$ cat config.mk
export PLATFORM = sky130hd
export DESIGN_NAME = sac_slave_flat
export DESIGN_NICKNAME = d
export VERILOG_FILES = /design/src/core/sac_pkg.sv /design/src/core/sac_link_if.sv /design/src/core/sac_slave.sv /design/src/flat_wrapper.sv
export SDC_FILE = /design/constraint.sdc
export NUM_CORES = 1
export LEC_CHECK = 0
export BUFFER_PORTS_ARGS = -buffer_cell sky130_fd_sc_hd__buf_4
export CAP_MARGIN = 20
export CELL_PAD_IN_SITES_DETAIL_PLACEMENT = 1
export CELL_PAD_IN_SITES_GLOBAL_PLACEMENT = 1
export CORE_ASPECT_RATIO = 0.75
export CORE_MARGIN = 2
export CORE_UTILIZATION = 32
export CTS_BUF_LIST = sky130_fd_sc_hd__clkbuf_8 sky130_fd_sc_hd__clkbuf_16
export CTS_CLUSTER_SIZE = 8
export DETAILED_ROUTE_END_ITERATION = 7
export PLACE_DENSITY_LB_ADDON = 0.1
export SLEW_MARGIN = 20
export SYNTH_ARGS = -nofsm -noshare
export SYNTH_HDL_FRONTEND = slang
export SYNTH_SLANG_ARGS = --single-unit
$ cat constraint.sdc
create_clock -name mclk_in -period 1.7 [get_ports mclk_in]
set_clock_uncertainty 0.1 [all_clocks]
set_input_delay 0.34 -clock mclk_in [delete_from_list [all_inputs] [get_ports mclk_in]]
set_output_delay 0.34 -clock mclk_in [all_outputs]
set_load 0.03 [all_outputs]
$ cat src/core/sac_pkg.sv
/*
 * constants shared by both ends of the chained slave addressing link.
 * assumes datagram framing and checksum are handled by neighbouring logic.
 */
package sac_pkg;
    localparam int ADDR_W = 8;
    localparam int REG_W = 7;
    localparam int DATA_W = 32;
    localparam logic [7:0] WRITE_FLAG = 8'h80;
    localparam int WRITE_BIT = 7;
    localparam logic [7:0] REPLY_ADDR = 8'hff;
    localparam logic [7:0] RST_ADDR_LOW = 8'h00;
    localparam logic [7:0] RST_ADDR_HIGH = 8'h01;
    localparam logic RST_RELEASE = 1'b1;
    localparam logic [6:0] CHAIN_REG = 7'h03;
    localparam int CHAIN_ADDR_LSB = 0;
    localparam int CHAIN_LVL_BIT = 8;
    localparam logic [31:0] RST_REG = 32'h0000_0000;
endpackage : sac_pkg

$ cat src/core/sac_link_if.sv
/*
 * datagram-level link between the bus master and one chained slave.
 * assumes one shared clock; the testbench joins the two ends.
 */
`timescale 1ns/10ps
`default_nettype none
interface sac_link_if;
    logic dg_valid;
    logic [7:0] dg_slave;
    logic [7:0] dg_reg;
    logic [31:0] dg_data;
    logic dg_crc_ok;
    // master side drives the datagram, slave consumes it
    modport master (
        output dg_valid, dg_slave, dg_reg, dg_data, dg_crc_ok
    );
    modport slave (
        input dg_valid, dg_slave, dg_reg, dg_data, dg_crc_ok
    );
endinterface : sac_link_if
`default_nettype wire

$ cat src/core/sac_slave.sv
/*
 * chained slave end: address selection and chain release output.
 * holds the programmed own address, the release level that frees the
 * next device in the chain, and one-cycle access strobes toward the
 * register map for every datagram that this slave accepts.
 * assumes datagrams arrive already framed with checksum verdict.
 * assumes the select pin is already synchronous to mclk_in.
 * assumes the register map behind the strobes lives elsewhere.
 */
// Summary of operation
// - unprogrammed address follows select pin, 0 or 1
// - eight-bit address covers 255 chained devices
// - drive chain release output at programmed level
// - master programs devices one after another
// - low release level enables external bus switch
// - all registers reset to zero unless noted
// - write flag is bit 0x80 of register address
// - chain release output resets high
// - all-ones address is never own address
// - act only on good checksum, own address
`timescale 1ns/10ps
`default_nettype none
module sac_slave (
    input wire logic mclk_in,
    input wire logic sys_rst_in,
    sac_link_if.slave link,
    input wire logic address_select_input_in,
    output logic chain_release_output_out,
    output logic [7:0] slave_addr_out,
    output logic programmed_out,
    output logic wr_stb_out,
    output logic [6:0] wr_reg_out,
    output logic [31:0] wr_data_out,
    output logic rd_stb_out,
    output logic [6:0] rd_reg_out
);
    logic [7:0] chain_address_setting_ff;
    logic release_ff;
    logic programmed_ff;
    logic [7:0] own_addr;
    logic hit;
    logic is_write;
    logic chain_wr;
    logic addr_ok;
    logic wr_ff;
    logic rd_ff;
    logic [6:0] reg_ff;
    logic [31:0] data_ff;
    logic [7:0] addr_out_ff;
    logic [7:0] nxt_addr;
    logic nxt_release;

    // address answered before programming, picked by the select pin
    // only two values exist, so two unchained devices can share a bus
    function automatic logic [7:0] pin_addr(input logic sel);
        if (sel) begin
            return sac_pkg::RST_ADDR_HIGH;
        end else begin
            return sac_pkg::RST_ADDR_LOW;
        end
    endfunction : pin_addr

    // true for any value a slave may take as its own address
    // the all-ones code belongs to replies and is never owned
    function automatic logic own_allowed(input logic [7:0] a);
        if (a == sac_pkg::REPLY_ADDR) begin
            return 1'b0;
        end else begin
            return 1'b1;
        end
    endfunction : own_allowed

    // register index of a datagram with the write flag stripped
    function automatic logic [6:0] reg_index(input logic [7:0] r);
        return r[6:0];
    endfunction : reg_index

    // default address from select pin until programmed
    // the pin is read live, so a late release of the previous
    // device is seen on the very next datagram
    assign own_addr = programmed_ff ? chain_address_setting_ff :
        pin_addr(address_select_input_in);

    // only good datagrams for our own address count
    // foreign, damaged and reply datagrams leave no trace at all
    assign hit = link.dg_valid && link.dg_crc_ok &&
        (link.dg_slave == own_addr) &&
        own_allowed(link.dg_slave);

    // bit seven of the register field marks a write
    assign is_write = link.dg_reg[sac_pkg::WRITE_BIT];

    // accepted write aimed at the chain setting register
    assign chain_wr = hit && is_write &&
        (reg_index(link.dg_reg) == sac_pkg::CHAIN_REG);

    // fields of the chain setting word
    assign nxt_addr = link.dg_data[sac_pkg::CHAIN_ADDR_LSB +: 8];
    assign nxt_release = link.dg_data[sac_pkg::CHAIN_LVL_BIT];

    // reply address refused as new own address, old one stays
    assign addr_ok = own_allowed(nxt_addr);

    // chain address setting; takes effect on next datagram
    // registered, so the datagram that writes it still matches
    // against the address it was sent to
    always_ff @(posedge mclk_in) begin
        if (sys_rst_in) begin
            chain_address_setting_ff <= sac_pkg::RST_REG[7:0];
        end else if (chain_wr && addr_ok) begin
            chain_address_setting_ff <= nxt_addr;
        end
    end

    // marks that the setting replaces the pin address
    // only reset clears it; a later refused write keeps it set
    always_ff @(posedge mclk_in) begin
        if (sys_rst_in) begin
            programmed_ff <= 1'b0;
        end else if (chain_wr && addr_ok) begin
            programmed_ff <= 1'b1;
        end
    end

    // low level releases next device or bus switch
    // starts high so every device further down stays at address 1
    // the level follows each chain write, even a refused address
    always_ff @(posedge mclk_in) begin
        if (sys_rst_in) begin
            release_ff <= sac_pkg::RST_RELEASE;
        end else if (chain_wr) begin
            release_ff <= nxt_release;
        end
    end

    // write strobe, one cycle after an accepted write
    always_ff @(posedge mclk_in) begin
        if (sys_rst_in) begin
            wr_ff <= 1'b0;
        end else begin
            wr_ff <= hit && is_write;
        end
    end

    // read strobe, one cycle after an accepted read
    always_ff @(posedge mclk_in) begin
        if (sys_rst_in) begin
            rd_ff <= 1'b0;
        end else begin
            rd_ff <= hit && !is_write;
        end
    end

    // register index of the last accepted datagram
    // held until the next hit so the map may sample it late
    always_ff @(posedge mclk_in) begin
        if (sys_rst_in) begin
            reg_ff <= sac_pkg::RST_REG[6:0];
        end else if (hit) begin
            reg_ff <= reg_index(link.dg_reg);
        end
    end

    // write data of the last accepted datagram
    // foreign traffic never disturbs the held word
    always_ff @(posedge mclk_in) begin
        if (sys_rst_in) begin
            data_ff <= sac_pkg::RST_REG;
        end else if (hit) begin
            data_ff <= link.dg_data;
        end
    end

    // registered copy of the address now answered
    // one cycle behind the live match, shown for observation only
    always_ff @(posedge mclk_in) begin
        if (sys_rst_in) begin
            addr_out_ff <= sac_pkg::RST_REG[7:0];
        end else begin
            addr_out_ff <= own_addr;
        end
    end

    // every output comes straight from a flip-flop
    assign chain_release_output_out = release_ff;
    assign slave_addr_out = addr_out_ff;
    assign programmed_out = programmed_ff;
    assign wr_stb_out = wr_ff;
    assign rd_stb_out = rd_ff;
    assign wr_reg_out = reg_ff;
    assign rd_reg_out = reg_ff;
    assign wr_data_out = data_ff;
endmodule : sac_slave
`default_nettype wire

$ cat src/flat_wrapper.sv
// flat-port wrapper written by rule: the top's interface ports become plain ports
module sac_slave_flat 
  (mclk_in, sys_rst_in, address_select_input_in, chain_release_output_out, slave_addr_out, programmed_out, wr_stb_out, wr_reg_out, wr_data_out, rd_stb_out, rd_reg_out, link_dg_valid, link_dg_slave, link_dg_reg, link_dg_data, link_dg_crc_ok);
  sac_link_if link_i ();
  input wire logic mclk_in;
  input wire logic sys_rst_in;
  input wire logic address_select_input_in;
  output logic chain_release_output_out;
  output logic [7:0] slave_addr_out;
  output logic programmed_out;
  output logic wr_stb_out;
  output logic [6:0] wr_reg_out;
  output logic [31:0] wr_data_out;
  output logic rd_stb_out;
  output logic [6:0] rd_reg_out;
  input wire logic [$bits(link_i.dg_valid)-1:0] link_dg_valid;
  input wire logic [$bits(link_i.dg_slave)-1:0] link_dg_slave;
  input wire logic [$bits(link_i.dg_reg)-1:0] link_dg_reg;
  input wire logic [$bits(link_i.dg_data)-1:0] link_dg_data;
  input wire logic [$bits(link_i.dg_crc_ok)-1:0] link_dg_crc_ok;
  assign link_i.dg_valid = link_dg_valid;
  assign link_i.dg_slave = link_dg_slave;
  assign link_i.dg_reg = link_dg_reg;
  assign link_i.dg_data = link_dg_data;
  assign link_i.dg_crc_ok = link_dg_crc_ok;
  sac_slave u_core (.mclk_in(mclk_in), .sys_rst_in(sys_rst_in), .link(link_i), .address_select_input_in(address_select_input_in), .chain_release_output_out(chain_release_output_out), .slave_addr_out(slave_addr_out), .programmed_out(programmed_out), .wr_stb_out(wr_stb_out), .wr_reg_out(wr_reg_out), .wr_data_out(wr_data_out), .rd_stb_out(rd_stb_out), .rd_reg_out(rd_reg_out));
endmodule
**After elaboration in Yosys (flattened, before gate mapping)**

Cells that the tools add are included.

- Flip-flop bits (word level): 59

- Equal/unequal tests: 4
- Mux-type cells: 4
- Reduce and logical (&&, ||, !) cells: 8

Operators by type and width:

| cell | number |
|---|---|
| $eq A8 B8 Y1 const B | 2 |
| $eq A8 B8 Y1 | 1 |
| $mux W8 | 1 |
| $eq A7 B2 Y1 const B | 1 |
| $logic_and A1 B1 Y1 | 7 |
| $mux W1 | 3 |
| $logic_not A1 Y1 | 1 |

**Logic depth before layout (Yosys ltp)**

Gate-level depths: netlist (run 1).

- Depth after elaboration: 8
- Gate-level depth with buffers: 8
- Gate-level depth less buffers: 5

**Least setup slack after synthesis (run 1)**

OpenSTA, ideal clock, no wires.

- Path kind: register to register
- Start: reg u_core.programmed_ff, in the netlist u_core.programmed_out
- End: reg u_core.reg_ff[0], in the netlist u_core.rd_reg_out[0]
- Setup time: 0.072 ns
- Data arrival time: 1.838 ns
- Data required time: 1.528 ns
- Path slack: -0.310 ns
- Cell stages (with the launch flop): 9
- Buffers on the path: 3
- Period minus slack after synthesis: 2.010 ns
- Cell sequence: dfxtp_1 buf_6 mux2i_1 a211o_1 a21oi_1 and3_1 buf_6 buf_8 mux2i_1

- Longest elaborated chain between the ends: 4

RTL lines:

| item | line | source |
|---|---|---|
| from (decl) | sac_slave.sv:39 | `logic programmed_ff;` |
| from (signal assigned) | sac_slave.sv:119 | `programmed_ff <= 1'b0;` |
| from (signal assigned) | sac_slave.sv:121 | `programmed_ff <= 1'b1;` |
| $mux W8 | sac_slave.sv:81 | `assign own_addr = programmed_ff ? chain_address_setting_ff :` |
| $eq A8 B8 Y1 | sac_slave.sv:87 | `(link.dg_slave == own_addr) &&` |
| $logic_and A1 B1 Y1 | sac_slave.sv:86 | `assign hit = link.dg_valid && link.dg_crc_ok &&` |
| $logic_and A1 B1 Y1 | sac_slave.sv:87 |  |
| to (signal assigned) | sac_slave.sv:158 | `reg_ff <= sac_pkg::RST_REG[6:0];` |
| to (signal assigned) | sac_slave.sv:160 | `reg_ff <= reg_index(link.dg_reg);` |
| to (decl) | sac_slave.sv:47 | `logic [6:0] reg_ff;` |

No other way between the ends.
A chain may end at the register's enable or synchronous reset.

**Worst setup path after layout (run 1)**

- Start: reg u_core.programmed_ff, in the netlist u_core.programmed_out
- End: reg u_core.chain_address_setting_ff[0]

- Longest elaborated chain between the ends: 7

RTL lines:

| item | line | source |
|---|---|---|
| $mux W8 | sac_slave.sv:81 |  |
| $eq A8 B8 Y1 | sac_slave.sv:87 |  |
| $logic_and A1 B1 Y1 | sac_slave.sv:86 |  |
| $logic_and A1 B1 Y1 | sac_slave.sv:87 |  |
| $logic_and A1 B1 Y1 (2 in a row) | sac_slave.sv:94 | `assign chain_wr = hit && is_write &&` |
| $logic_and A1 B1 Y1 | sac_slave.sv:110 | `end else if (chain_wr && addr_ok) begin` |
| to (signal assigned) | sac_slave.sv:109 | `chain_address_setting_ff <= sac_pkg::RST_REG[7:0];` |
| to (signal assigned) | sac_slave.sv:111 | `chain_address_setting_ff <= nxt_addr;` |
| to (decl) | sac_slave.sv:37 | `logic [7:0] chain_address_setting_ff;` |

No other way between the ends.

==> results of run 1 <==
[repair_timing]
action | 4_1_cts | 5_1_grt
setup endpoints to repair | 51 | 51
gates cloned | 3 | 2
resized for setup | 20 | 14
setup buffers | 27 | 4
pin swaps | 13 | 4
[cell usage after synthesis (2+ instances only)]
cell      count  area [µm²]
nor3_1        2        10.0
mux2i_1      46         460
buf_6         2        22.5
nand2b_1     88         551
clkbuf_1     10        37.5
a31oi_1       4        25.0
and2_1        7        43.8
a311oi_1      2        17.5
buf_4         7        52.6
dfxtp_1      59        1180
a21oi_1       2        10.0
and4_1        3        26.3
nand2_1       2        7.51
buf_8         3        45.0
nor2_1        3        11.3
inv_1         8        30.0
and3_1        2        12.5
xnor2_1       3        26.3
[registers in the layout, indices dropped and copies added, names as in the netlist]
name                             count
u_core.wr_stb_out                    1
u_core.slave_addr_out                8
u_core.programmed_out                1
u_core.chain_address_setting_ff      8
u_core.rd_stb_out                    1
u_core.wr_data_out                  32
u_core.chain_release_output_out      1
u_core.rd_reg_out                    7
[per-layer routing]
| layer | routed length [µm] | vias to the layer above | global-route usage (%) |
|---|---|---|---|
| li1 | - | 1198 | - |
| met1 | 3880 | 1185 | 21.5 |
| met2 | 4320 | 74 | 31.3 |
| met3 | 561 | 11 | 6.71 |
| met4 | 102 | 0 | 6.06 |
| met5 | 0 | - | 0 |
[cell families (layout without fill, tap and decap cells)]
| group | Yosys count | in the layout |
|---|---|---|
| muxes | 46 | 46 |
| DFF | 59 | 59 |
| buffers and inverters | 31 | 185 |
| AOI/OAI and AO/OA | 18 | 18 |
| and+or+nand+nor | 115 | 115 |
| xor gates and xnor gates | 3 | 3 |
[power by group]
group / leakage, µW / switching [µW] / internal (µW) / total [µW]
combinational: 0.00134 / 118 / 182 / 300
clock: 0.000163 / 638 / 1350 / 1990
sequential: 0.000477 / 0.412 / 1380 / 1380
[layout make-up]
| type | count | area, µm² | share of cell area [%] |
|---|---|---|---|
| clock inverters | 5 | 76.3 | 1.68 |
| inverters | 8 | 30.0 | 0.663 |
| multi-input cells | 182 | 1490 | 32.9 |
| repair buffers | 161 | 1360 | 30.0 |
| clock buffers | 11 | 253 | 5.58 |
| flip-flops and latches | 59 | 1190 | 26.2 |
| well taps | 108 | 135 | 2.98 |
[metrics by stage]
| stage | worst slack (ns) | setup TNS [ns] | instance area (µm²) | power (µW) |
|---|---|---|---|---|
| after floorplan | -0.211 | -8.99 | 2790 | 1520 |
| after global placement | -0.362 | -14.94 | 3850 | 1680 |
| after detailed placement | -0.408 | -17.33 | 3850 | 1690 |
| after CTS | -0.230 | -8.89 | 4480 | 3720 |
| after global routing | -0.373 | -15.59 | 4530 | 3810 |
| final | -0.310 | -11.44 | 4530 | 3680 |
[worst paths after layout]
kind / endpoint / slack, ns / from
setup / recovery: u_core.chain_address_setting_ff[0]$_SDFFE_PP0P_ / -0.31 / u_core.programmed_out$_SDFFE_PP0P_
hold / removal: u_core.wr_data_out[30]$_SDFFE_PP0N_ / 0.18 / link_dg_data[30]
hold reg to reg: u_core.wr_data_out[9]$_SDFFE_PP0N_ / 0.37 / u_core.wr_data_out[9]$_SDFFE_PP0N_
setup reg to reg: u_core.chain_address_setting_ff[0]$_SDFFE_PP0P_ / -0.31 / u_core.programmed_out$_SDFFE_PP0P_
[worst reg2reg max path: cells and delay by family, from the launching register on]
kind	cells	cell delay [ns]
AND/OR/NAND/NOR	1	0.22
buffers and inverters	1	0.17
AO/OA/AOI/OAI	2	0.64
flip-flops	1	0.38
multiplexers	2	0.43
==> results by group, run 1 <==
Outcome
  – Status: finished, violations left
  – Failing checks: negative setup slack

Synth
  – Post-Syn Instances: 272
  – Ys async rst share: 0%
  – Post-synthesis mux area share: 16.6%
  – Register area share after synthesis: 42.7%
  – Synth Cell Area: 2770 µm²
  – Average size of a mapped cell: 10.2 µm²
  – EDFF count, synth: 0
  – Synth Area in Simple Gates: 27.2%
  – Synth Area in Compound Gates: 5.06%
  – Syn Nets: 325
  – Distinct cells, synth: 37
  – Xor-xnor portion of the synthesized cell area: 0.949%
  – Flops & latches, synth: 59
  – Synth warn: 0
  – Adder and majority cell fraction of the synthesized area: 0%
  – Post-synth top flop: dfxtp_1
  – Largest family of logic cells by synthesized area: simple AND/OR/NAND/NOR gates

GRT
  – Initial antenna violation count: 0
  – Global-route wire length before repair: 13400 µm
  – Total GRT Usage: 18.3%
  – Vias in the first global route: 2621
  – Largest net degree at the start of global routing: 59
  – Global route overflow: 0

Worst setup path
  – Crit Path Max Fanout: 7
  – WP data required: 1.84 ns
  – R2R cell count: 6
  – Worst path max stage delay: 0.38 ns
  – Worst path cell trace: mux2i_4 > a211o_1 > buf_4 > a211oi_4 > nand3_4 > mux2i_1
  – CP Data Arrival Time: 2.15 ns
  – Crit path depth: 6
  – Crit-path leading delay family: compound AO/OA/AOI/OAI gates
  – Crit. End Element: register
  – CP Launch Type: register
  – CP max-delay cell: dfxtp_4
  – Crit path kind: register to register
  – Buf/Inv on CP: 1

Place
  – RD Place Congestion: 0.753
  – I/O Buffers: 110
  – DP HPWL: 5710 µm
  – Placed instance count: 499

Floorplanning
  – Die footprint: 9420 µm²
  – Initial Utilization: 32.9%
  – Core Rows: 29
  – Io pins: 111
  – Die height: 84.5 µm
  – Core Region: 8420 µm²
  – Chip Width: 111 µm

Cells and area
  – Antenna diodes: 0
  – Non-Filler Instances: 534
  – Fillers: 962
  – Layout cells sized above 1: 47.2%
  – P&R area growth vs syn: 63.7%
  – Commonest cells after routing, fill and taps aside: buf_4, nand2b_1, dfxtp_1, mux2i_1, clkbuf_16
  – Commonest non-fill, non-tap cell in the layout: buf_4
  – Nets@finish: 474
  – Final core utilization: 53.8%

CTS
  – CTS Buffer Depth: 2
  – TritonCTS clock tree: done
  – Clk root buf: clkbuf_16
  – Clock-pin slew on the worst setup and hold paths: 0.06 ns
  – Clock latency on the worst-skew pair: 0.32 ns
  – Hold buffers post-CTS: 0
  – # H-tree levels: 3
  – Num CTS Buffers: 9
  – # clock sinks: 59

Timing
  – Final WS setup: -0.310 ns
  – Slew Viols, Final: 0
  – Peak Freq: 498 MHz
  – Min Tclk post-route: 2.01 ns
  – Fin crit share: 118%
  – Tightest Pin Transition: 0.505 ns
  – Slew headroom: 66.3%
  – Hold Vio Cnt, Final: 0
  – # setup viols final: 51
  – Worst hold slack: 0.177 ns
  – RSZ-0062 raised after global routing: yes

Power and ir drop
  – Power per cell area: 811 nW/µm²
  – Max VDD drop: 0.000511 V
  – P_leak: 0.00198 µW

Detailed routing
  – Starting DRT DRC Count: 66
  – First-pass DRT Iterations: 4
  – Routed WL: 8860 µm
  – DR vias: 2468
  – Vias per cell: 4.62
  – DRT antenna net count: 0
  – DRC Markers: 0
  – Per-cell routed wire length: 16.6 µm

Job
  – Max Cap Viol: 0

Min path
  – Hold path depth: 3
  – Worst Hold Class: input pin to register
Note: power is estimated with default switching activity, not from simulation.
==> run 2: changes to the inputs <==
Settings changed: CELL_PAD_IN_SITES_DETAIL_PLACEMENT 1 to default, CELL_PAD_IN_SITES_GLOBAL_PLACEMENT 1 to default, CORE_UTILIZATION 32 to 44, PLACE_DENSITY from default to 0.77, PLACE_DENSITY_LB_ADDON 0.1 to default.
==> run 2 against run 1 <==
Effect of this change:
- the run still ends with negative setup slack left
- die area decreased by 26%
- core utilization increased by 15 points
- clock power decreased by 42%
- wire length decreased by 24%
==> results by group, run 2 (synthesis gave the netlist of run 1 again) <==
Outcome
  – Status: finished, violations left
  – Failing checks: negative setup slack

Cells and area
  – Nets@finish: 454
  – Antenna diodes: 0
  – Design area: 4070 µm²
  – P&R area growth vs syn: 46.9%
  – Layout cells sized above 1: 43.0%
  – Number of flip-flops under the largest register name: 32
  – Non-Filler Instances: 483
  – Commonest cells after routing, fill and taps aside: buf_4, nand2b_1, dfxtp_1, mux2i_1, clkbuf_8
  – Commonest non-fill, non-tap cell in the layout: buf_4
  – Fillers: 499

Place
  – Area post-placement: 3790 µm²
  – Placed instance count: 466
  – I/O Buffers: 110
  – DP HPWL: 4910 µm
  – RD Place Congestion: 0.849

Power and ir drop
  – Register share of total power: 49.4%
  – Max VDD drop: 0.000408 V
  – Power per cell area: 688 nW/µm²
  – Switching part of the total power: 22.3%
  – P_leak: 0.00178 µW
  – Pint: 2170 µW
  – Clock power share: 41.2%
  – Logic gate share of total power: 9.4%
  – Psw: 624 µW

Floorplanning
  – Die height: 72.7 µm
  – Io pins: 111
  – Core Rows: 24
  – Chip Width: 95.6 µm
  – Initial Utilization: 46.5%
  – Die footprint: 6950 µm²
  – Core Region: 5950 µm²

Timing
  – # setup viols final: 51
  – Final WS setup: -0.221 ns
  – Tightest Pin Transition: 0.414 ns
  – Hold Vio Cnt, Final: 0
  – Slew headroom: 72.2%
  – Slew Viols, Final: 0
  – RSZ-0062 raised after global routing: yes
  – Peak Freq: 521 MHz
  – Min Tclk post-route: 1.92 ns
  – Fin crit share: 113%

Worst setup path
  – Crit Path Max Fanout: 19
  – Crit path kind: register to register
  – Crit. End Element: register
  – CP Data Arrival Time: 2.08 ns
  – CP Launch Type: register
  – WP data required: 1.86 ns

CTS
  – Num CTS Buffers: 9
  – # H-tree levels: 3
  – CTS Buffer Depth: 2
  – Clock latency on the worst-skew pair: 0.33 ns
  – # clock sinks: 59
  – Clock-pin slew on the worst setup and hold paths: 0.06 ns
  – TritonCTS clock tree: done
  – Hold buffers post-CTS: 0
  – Clk root buf: clkbuf_8

Detailed routing
  – Starting DRT DRC Count: 78
  – Vias per cell: 4.81
  – First-pass DRT Iterations: 4
  – DRT antenna net count: 0
  – Per-cell routed wire length: 13.9 µm
  – Routed WL: 6700 µm
  – DR vias: 2321
  – DRC Markers: 0

GRT
  – Total GRT Usage: 20.3%
  – Vias in the first global route: 2266
  – Global-route wire length before repair: 10700 µm
  – Initial antenna violation count: 0
  – Global route overflow: 0
  – Largest net degree at the start of global routing: 46

Min path
  – Worst Hold Class: input pin to register

Job
  – Max Cap Viol: 0
## run 2: cell count changes in the layout (fill, tap and decap cells not counted), sizes merged
cell / change
bufinv: -2
clkbuf: -1
clkinvlp: -1
buf: -18
clkinv: +1
## run 2: final cells by class
type / count / area [µm²] / area share [%]
inverters: 8 / 30.0 / 0.738
flip-flops and latches: 59 / 1190 / 29.2
repair buffers: 141 / 1120 / 27.5
clock inverters: 3 / 13.8 / 0.338
clock buffers: 12 / 165 / 4.06
well taps: 78 / 97.6 / 2.40
multi-input cells: 182 / 1450 / 35.7
## run 2: worst paths after layout
kind,slack [ns],start,cells after the start,end
max,-0.22,u_core.programmed_out$_SDFFE_PP0P_,6,u_core.rd_reg_out[5]$_SDFFE_PP0N_
min,0.17,link_dg_reg[7],3,u_core.rd_stb_out$_SDFF_PP0_
max reg2reg,-0.22,u_core.programmed_out$_SDFFE_PP0P_,6,u_core.rd_reg_out[5]$_SDFFE_PP0N_
min reg2reg,0.37,u_core.wr_data_out[11]$_SDFFE_PP0N_,2,u_core.wr_data_out[11]$_SDFFE_PP0N_
## run 2: power groups by stage
stage | logic (µW) | clock network [µW] | registers, µW
after floorplan | 100 | 0 | 1420
after global placement | 253 | 0 | 1410
after detailed placement | 256 | 0 | 1410
after CTS | 265 | 1190 | 1380
after global routing | 286 | 1250 | 1380
final | 263 | 1150 | 1380
## run 2: layer usage
layer,vias up,share of wire [%],global-route usage [%]
li1,1162,-,-
met1,1072,45,25.2
met2,82,46,32.2
met3,5,8.2,9.40
met4,0,0.66,4.60
met5,-,0,0
## run 2: through the flow
stage	util (%)	power, µW	TNS (ns)	worst slack, ns	hold WS [ns]
after floorplan	-	1520	-8.99	-0.211	0.310
after global placement	63.7	1670	-12.98	-0.328	0.359
after detailed placement	63.7	1670	-14.50	-0.366	0.360
after CTS	68.4	2840	-7.98	-0.201	0.145
after global routing	68.4	2910	-11.55	-0.285	0.156
final	68.4	2800	-8.92	-0.221	0.171
## run 2: worst max-delay path, stage by stage (launching register included)
cell     delay (ns)
dfxtp_4        0.37
mux2i_4        0.20
a211o_1        0.33
a21oi_2        0.18
and3_4         0.27
buf_12         0.18
mux2i_1        0.20
## run 2: timing repair
| item | in CTS | in global routing |
|---|---|---|
| endpoints found under the setup margin | 51 | 51 |
| resized for setup | 14 | 0 |
| cloned | 1 | 0 |
| pin swaps | 2 | 2 |
| hold endpoints to repair | 0 | 0 |
| buffers inserted | 1 | 0 |
